<file path="config.mk">
export PLATFORM = sky130hd
export DESIGN_NAME = scfm_top
export DESIGN_NICKNAME = d
export VERILOG_FILES = /design/src/hdl/scfm_pkg.sv /design/src/hdl/scfm_top.sv
export VERILOG_INCLUDE_DIRS = /design/src /design/src/hdl
export SDC_FILE = /design/constraint.sdc
export NUM_CORES = 1
export LEC_CHECK = 0
export BUFFER_PORTS_ARGS = -buffer_cell sky130_fd_sc_hd__clkbuf_2
export CAP_MARGIN = 25
export CORE_MARGIN = 4
export CORE_UTILIZATION = 45
export CTS_BUF_LIST = sky130_fd_sc_hd__clkbuf_4 sky130_fd_sc_hd__clkbuf_8 sky130_fd_sc_hd__clkbuf_16
export DETAILED_ROUTE_END_ITERATION = 8
export GPL_ROUTABILITY_DRIVEN = 0
export PLACE_DENSITY = 0.79
export SYNTH_ARGS = -nofsm -noshare
export SYNTH_HDL_FRONTEND = slang
export SYNTH_SLANG_ARGS = --single-unit
</file>
<file path="constraint.sdc">
create_clock -name CLK -period 1.8 [get_ports CLK]
set_input_delay 0.45 -clock CLK [delete_from_list [all_inputs] [get_ports CLK]]
set_output_delay 0.45 -clock CLK [all_outputs]
set_load 0.005 [all_outputs]
</file>
<file path="src/hdl/scfm_map.svh">
`ifndef SCFM_MAP_SVH
`define SCFM_MAP_SVH

// register byte offsets
`define SCFM_CTRL_OFS 8'h00
`define SCFM_FLAGS_OFS 8'h04
`define SCFM_CLEAR_OFS 8'h08
`define SCFM_ENABLE_OFS 8'h0C

// oscillator_control fields
`define SCFM_RESTART_BIT 0
`define SCFM_ACTIVE_BIT 3
`define SCFM_FREQ_LSB 4
`define SCFM_FREQ_MSB 6
`define SCFM_FREQ_RESET 3'h0

// interrupt_flags_2 / clear / interrupt_enables_2 layout
`define SCFM_FAIL_BIT 7

// timing counts
`define SCFM_OST_CYCLES 1024
`define SCFM_LF_DIV 64

`endif

</file>
<file path="src/hdl/scfm_pkg.sv">
package scfm_pkg;

  typedef enum logic [2:0]
  {
    LOW_POWER_CRYSTAL,
    CRYSTAL_RESONATOR,
    HIGH_SPEED_CRYSTAL,
    EXTERNAL_CLOCK_INPUT,
    RESISTOR_CAPACITOR_OSC
  } scfm_osc_mode_t;

  typedef enum logic [2:0]
  {
    ST_POR,
    ST_POWER_UP,
    ST_OST,
    ST_PRIMARY,
    ST_FAILED
  } scfm_state_t;

endpackage

</file>
<file path="src/hdl/scfm_top.sv">
`include "scfm_map.svh"

module scfm_top (
  input wire logic CLK,
  input wire logic SRST,
  input wire logic [7:0] PADDR,
  input wire logic PSEL,
  input wire logic PENABLE,
  input wire logic PWRITE,
  input wire logic [31:0] PWDATA,
  output logic [31:0] PRDATA,
  output logic PREADY,
  output logic PSLVERR,
  input wire logic TWO_SPEED_EN,
  input wire logic FAIL_MON_EN,
  input wire scfm_pkg::scfm_osc_mode_t OSC_MODE,
  input wire logic POWER_UP_TIMER_EN,
  input wire logic POWER_UP_TIMER_DONE,
  input wire logic WAKE_EVENT,
  input wire logic EXT_CLK,
  input wire logic LF_OSC,
  output logic PRI_CLK_EN,
  output logic INT_CLK_EN,
  output logic [2:0] INT_FREQ_SEL,
  output logic CPU_HOLD,
  output logic IRQ
);
  import scfm_pkg::*;

  localparam logic [5:0] SAMP_HALF_M1 = 6'(`SCFM_LF_DIV / 2 - 1);
  localparam logic [5:0] SAMP_FULL_M1 = 6'(`SCFM_LF_DIV - 1);
  localparam logic [10:0] OST_LAST = 11'(`SCFM_OST_CYCLES - 1);

  function automatic logic is_crystal(input scfm_osc_mode_t m);
    return (m == LOW_POWER_CRYSTAL) || (m == CRYSTAL_RESONATOR) || (m == HIGH_SPEED_CRYSTAL);
  endfunction

  function automatic logic is_mapped(input logic [7:0] a);
    return (a == `SCFM_CTRL_OFS) || (a == `SCFM_FLAGS_OFS) ||
           (a == `SCFM_CLEAR_OFS) || (a == `SCFM_ENABLE_OFS);
  endfunction

  // pin synchronisers; the second stages and their delayed copies feed edge detection
  logic ext_s1, ext_s2, ext_d;
  logic lf_s1, lf_s2, lf_d;
  logic ext_fall, lf_rise;

  always_ff @(posedge CLK)
  begin
    if (SRST)
    begin
      ext_s1 <= 1'b0;
      ext_s2 <= 1'b0;
      ext_d <= 1'b0;
      lf_s1 <= 1'b0;
      lf_s2 <= 1'b0;
      lf_d <= 1'b0;
    end
    else
    begin
      ext_s1 <= EXT_CLK;
      ext_s2 <= ext_s1;
      ext_d <= ext_s2;
      lf_s1 <= LF_OSC;
      lf_s2 <= lf_s1;
      lf_d <= lf_s2;
    end
  end

  assign ext_fall = ext_d & ~ext_s2;
  assign lf_rise = lf_s2 & ~lf_d;

  // state
  scfm_state_t state, next_state;
  logic [10:0] ost_cnt, next_ost_cnt;
  logic [5:0] lf_cnt, next_lf_cnt;
  logic fsd_latch, next_fsd_latch;
  logic armed, next_armed;
  logic pri_en, next_pri_en;
  logic int_en, next_int_en;
  logic [2:0] freq_sel, next_freq_sel;
  logic fail_flag, next_fail_flag;
  logic fail_ie, next_fail_ie;
  logic [31:0] prdata, next_prdata;

  logic samp_rise, samp_fall, mon, fail_ev, ost_done;
  logic wr, rd_setup, restart, want_pri, want_int;

  // sample clock: divided low-frequency oscillator
  assign samp_rise = lf_rise && (lf_cnt == SAMP_HALF_M1);
  assign samp_fall = lf_rise && (lf_cnt == SAMP_FULL_M1);

  // monitor runs only on the primary clock, which is after the timer
  assign mon = FAIL_MON_EN && (state == ST_PRIMARY);

  // a falling edge landing on the sample fall still counts as seen
  assign fail_ev = mon && armed && samp_fall && !fsd_latch && !ext_fall;

  assign ost_done = !is_crystal(OSC_MODE) || (ext_fall && (ost_cnt == OST_LAST));

  assign wr = PSEL && PENABLE && PWRITE;
  assign rd_setup = PSEL && !PENABLE && !PWRITE;
  assign restart = wr && (PADDR == `SCFM_CTRL_OFS) && PWDATA[`SCFM_RESTART_BIT] &&
                   ((state == ST_PRIMARY) || (state == ST_FAILED));

  always_comb
  begin
    next_lf_cnt = lf_rise ? 6'(lf_cnt + 6'h1) : lf_cnt;
    next_fsd_latch = fsd_latch;
    if (samp_rise)
      next_fsd_latch = 1'b0;
    if (ext_fall)
      next_fsd_latch = 1'b1;
    next_armed = armed;
    if (!mon)
      next_armed = 1'b0;
    else if (samp_rise)
      next_armed = 1'b1;
  end

  always_ff @(posedge CLK)
  begin
    if (SRST)
    begin
      lf_cnt <= 6'h00;
      fsd_latch <= 1'b0;
      armed <= 1'b0;
    end
    else
    begin
      lf_cnt <= next_lf_cnt;
      fsd_latch <= next_fsd_latch;
      armed <= next_armed;
    end
  end

  // start-up sequencer
  always_comb
  begin
    next_state = state;
    unique case (state)
      ST_POR:
        next_state = POWER_UP_TIMER_EN ? ST_POWER_UP : ST_OST;
      ST_POWER_UP:
        if (POWER_UP_TIMER_DONE)
          next_state = ST_OST;
      ST_OST:
        if (ost_done)
          next_state = ST_PRIMARY;
      ST_PRIMARY:
        if (fail_ev)
          next_state = ST_FAILED;
        else if (WAKE_EVENT)
          next_state = ST_OST;
      ST_FAILED:
        next_state = ST_FAILED;
    endcase
    if (restart && !fail_ev)
      next_state = ST_OST;
    if (WAKE_EVENT && (state == ST_OST))
      next_state = ST_OST;
    next_ost_cnt = ost_cnt;
    if (state != ST_OST || WAKE_EVENT)
      next_ost_cnt = 11'h000;
    else if (ext_fall)
      next_ost_cnt = 11'(ost_cnt + 11'h001);
  end

  always_ff @(posedge CLK)
  begin
    if (SRST)
    begin
      state <= ST_POR;
      ost_cnt <= 11'h000;
    end
    else
    begin
      state <= next_state;
      ost_cnt <= next_ost_cnt;
    end
  end

  // break-before-make clock select; both enables low for a cycle in between
  assign want_pri = (state == ST_PRIMARY);
  assign want_int = (state == ST_FAILED) || ((state == ST_OST) && TWO_SPEED_EN);

  always_comb
  begin
    next_pri_en = pri_en;
    next_int_en = int_en;
    if (!want_pri)
      next_pri_en = 1'b0;
    else if (!int_en)
      next_pri_en = 1'b1;
    if (!want_int)
      next_int_en = 1'b0;
    else if (!pri_en)
      next_int_en = 1'b1;
  end

  always_ff @(posedge CLK)
  begin
    if (SRST)
    begin
      pri_en <= 1'b0;
      int_en <= 1'b0;
    end
    else
    begin
      pri_en <= next_pri_en;
      int_en <= next_int_en;
    end
  end

  assign PRI_CLK_EN = pri_en;
  assign INT_CLK_EN = int_en;
  // no clock granted means the core waits
  assign CPU_HOLD = !pri_en && !int_en;
  assign INT_FREQ_SEL = freq_sel;

  // register file
  function automatic logic [31:0] read_word(input logic [7:0] a);
    logic [31:0] w;
    w = 32'h0000_0000;
    if (a == `SCFM_CTRL_OFS)
    begin
      w[`SCFM_FREQ_MSB:`SCFM_FREQ_LSB] = freq_sel;
      w[`SCFM_ACTIVE_BIT] = pri_en;
    end
    else if (a == `SCFM_FLAGS_OFS)
      w[`SCFM_FAIL_BIT] = fail_flag;
    else if (a == `SCFM_ENABLE_OFS)
      w[`SCFM_FAIL_BIT] = fail_ie;
    return w;
  endfunction

  always_comb
  begin
    next_freq_sel = freq_sel;
    if (wr && PADDR == `SCFM_CTRL_OFS)
      next_freq_sel = PWDATA[`SCFM_FREQ_MSB:`SCFM_FREQ_LSB];
    next_fail_ie = fail_ie;
    if (wr && PADDR == `SCFM_ENABLE_OFS)
      next_fail_ie = PWDATA[`SCFM_FAIL_BIT];
    next_fail_flag = fail_flag;
    if (wr && PADDR == `SCFM_CLEAR_OFS && PWDATA[`SCFM_FAIL_BIT])
      next_fail_flag = 1'b0;
    // set beats a clear in the same cycle
    if (fail_ev)
      next_fail_flag = 1'b1;
    next_prdata = rd_setup ? read_word(PADDR) : prdata;
  end

  always_ff @(posedge CLK)
  begin
    if (SRST)
    begin
      freq_sel <= `SCFM_FREQ_RESET;
      fail_flag <= 1'b0;
      fail_ie <= 1'b0;
      prdata <= 32'h0000_0000;
    end
    else
    begin
      freq_sel <= next_freq_sel;
      fail_flag <= next_fail_flag;
      fail_ie <= next_fail_ie;
      prdata <= next_prdata;
    end
  end

  // zero-wait slave; read data captured in the setup cycle
  assign PRDATA = prdata;
  assign PREADY = PSEL && PENABLE;
  assign PSLVERR = PSEL && PENABLE && !is_mapped(PADDR);
  assign IRQ = fail_flag && fail_ie;
endmodule

</file>
==> out/results.tsv <==
stage	metric	value	unit
routing	Routed Antenna Nets	0	
setup_path	crit path to	PSLVERR	
layout	layout cells sized above 1	22.76	%
hold_path	worst hold path class	input pin to flip-flop	
die	I/O pins	96	
die	chip height	73.31	um
clock_tree	Reg clk slew, reported paths	0.08	ns
synthesis	top cells by area, synth	dfxtp_1, buf_4, nor2_1	
setup_path	RR Endpoint	state[0]	
setup_path	Max FO, Critical Path	4	
place	port bufs	41	
setup_path	WS Path Type	input pin to output port	
clock_tree	CTS Buf Count	5	
layout	P&R area growth vs syn	15.84	%
sta	final setup violation count	0	
sta	min cycle time layout	1.730	ns
synthesis	ys flop type	dfxtp_1	
die	starting density of the core	47.30	%
pwr	Worst VDD drop	0.4643	mV
sta	Clock Skews	0.007958	ns
sta	post-route setup slack	0.07023	ns
setup_path	R2R depth	5	
sta	FMAX	578.1	MHz
grt	first-pass GRT wire length	5575	um
grt	Tot GR Track Use	13.35	%
place	Placement Setup Slack	-0.004634	ns
sta	worst hold slack	0.3625	ns
grt	gr ovfl total	0	
clock_tree	clk buf depth	2	
sta	RSZ-0062 raised after global routing	no	
synthesis	count leader, synth	dfxtp_1	
setup_path	R2R Setup Slk	0.26	ns
clock_tree	clk_lat worst skew	0.29	ns
pwr	Power Density	799.3	mW/mm^2
clock_tree	hold_buf cts	0	
setup_path	Critical Path AT	1.28	ns
routing	vias per inst	4.726	
pwr	Leakage	1.020	nW
synthesis	Post-synth top cells	dfxtp_1, nor2_1, buf_4	
setup_path	CP Launch Point	PADDR[6]	
die	die area	0.005374	mm^2
sta	Slew Limit Fails	0	
die	core region area	0.004058	mm^2
synthesis	YS warnings	0	
synthesis	Yosys cell types	36	
sta	Final period util	96.10	%
setup_path	critical path startpoint category	input pin	
die	number of cell rows	23	
sta	Setup TNS Final	0	ns
die	Chip Width	73.31	um
synthesis	post-synthesis sequential area ratio	41.72	%
routing	DRT Wirelength	3575	um
clock_tree	cell at the root of the clock tree	clkbuf_8	
synthesis	Post-Syn Area per Cell	8.764	um^2
grt	initial antenna violation count	0	
routing	Initial DRC Count	109	
synthesis	post-synth top area share	41.72	%
routing	drt drc	0	
clock_tree	# H-tree levels	2	
routing	Avg WL per Cell	11.24	um
clock_tree	# clock sinks	40	
setup_path	R2R Path Start	state[2]	
layout	ANT cells	0	
synthesis	Post-synth ARST share	0	%
setup_path	endpoint class of the critical path	output port	
flow_run	max_cap viols	0	
setup_path	Critical Path RT	1.35	ns
routing	first-pass iteration count of the detailed router	4	
layout	fin nets	324	
synthesis	synthesized instance count	219	
grt	vias in the first global route	1320	
run_status	status	finished, final reports clean	
clock_tree	CTS tree	yes	
sta	final hold vios	0	
grt	largest net degree at the start of global routing	24	
place	DP HPWL	2823	um
synthesis	FF+latch count, synth	40	
synthesis	Mapped Area	0.001919	mm^2
synthesis	Post-synth EDFFs	0	
routing	via count	1503	
synthesis	post-synth top area cell	dfxtp_1	
==> worst max-delay path, cell delays in order <==
cell and delay [ns]:
clkbuf_2 0.10, nor4_4 0.33, nand2_2 0.12, and2_1 0.17, clkbuf_2 0.10
==> per-layer routing <==
metal  track usage [%]  vias to the layer above  wire length [um]
li1                  -                      777                 -
met1             14.77                      673              1421
met2             22.54                       46              1764
met3             5.198                        7               328
met4             6.036                        0                60
met5                 0                        -                 0
==> how the worst min path moves through the flow <==
| stage | start | slack, ns | depth (start not counted) | end |
|---|---|---|---|---|
| after floorplan | ext_s1 | 0.41 | 1 | ext_s2 |
| after global placement | ext_s1 | 0.42 | 1 | ext_s2 |
| after detailed placement | lf_s1 | 0.42 | 1 | lf_s2 |
| after CTS | EXT_CLK | 0.36 | 2 | ext_s1 |
| after global routing | EXT_CLK | 0.35 | 2 | ext_s1 |
| final | EXT_CLK | 0.36 | 2 | ext_s1 |
==> cells by family (layout without fill, tap and decap cells) <==
kind of cell | Yosys count | in the layout | share of synthesized area, %
other cells | 1 | 27 | 0.1954
buf+inv | 40 | 63 | 13.43
mux | 8 | 8 | 4.172
simple gates | 90 | 90 | 24.64
flops | 40 | 40 | 41.72
xor+xnor | 14 | 14 | 6.389
compound gates | 23 | 23 | 7.628
fa+ha+maj | 3 | 3 | 1.825
==> final cells by class <==
cell class              count  area, um^2
fillers                   376        1834
clock inverters             2       35.03
inverters                   6       22.52
repair buffers             49       265.3
clock buffers               6       76.32
flip-flops and latches     40       800.8
well taps                  50       62.56
multi-input cells         165       960.9
==> registers in the layout (all words and copies together) (netlist names) <==
| register | count |
|---|---|
| fsd_latch | 1 |
| ost_cnt | 11 |
| armed | 1 |
| INT_FREQ_SEL | 3 |
| PRDATA | 5 |
| PRI_CLK_EN | 1 |
| ext_d | 1 |
| INT_CLK_EN | 1 |
| state | 3 |
| lf_s1 | 1 |
| lf_cnt | 6 |
| fail_ie | 1 |
| lf_s2 | 1 |
| fail_flag | 1 |
| ext_s1 | 1 |
| ext_s2 | 1 |
| lf_d | 1 |
==> through the flow <==
step	util [%]	std cells	area [um^2]	power, mW
detailed placement	51.43	307	2087	1.073
global route	54.79	318	2223	1.853
finish	54.79	318	2223	1.777
CTS	54.24	315	2201	1.795
floorplan	-	245	2017	1.056
global placement	51.43	307	2087	1.069
==> cells in the final DEF (no fill, tap or decap), types with 7 or more instances in the layout <==
master    Yosys  final
a21oi_1       8      8
buf_4        28      8
clkbuf_2      0     41
conb_1        1     27
dfxtp_1      40     40
mux2i_1       8      8
nand2_1      15     14
nand3_1       7      7
nor2_1       34     34
nor2b_1      10     10
xor2_1       11     11
==> power by group <==
part	switching, mW	internal, mW
registers	0.0128	0.900
clock network	0.297	0.426
logic	0.0812	0.0600
==> what timing repair did <==
item / 4_1_cts / 5_1_grt
setup endpoints to repair: 1 / 1
gates resized for setup: 1 / 0
pin swaps: 0 / 2
cloned: 0 / 0
buffers inserted: 0 / 3
Note: power is estimated with default switching activity, not from simulation.
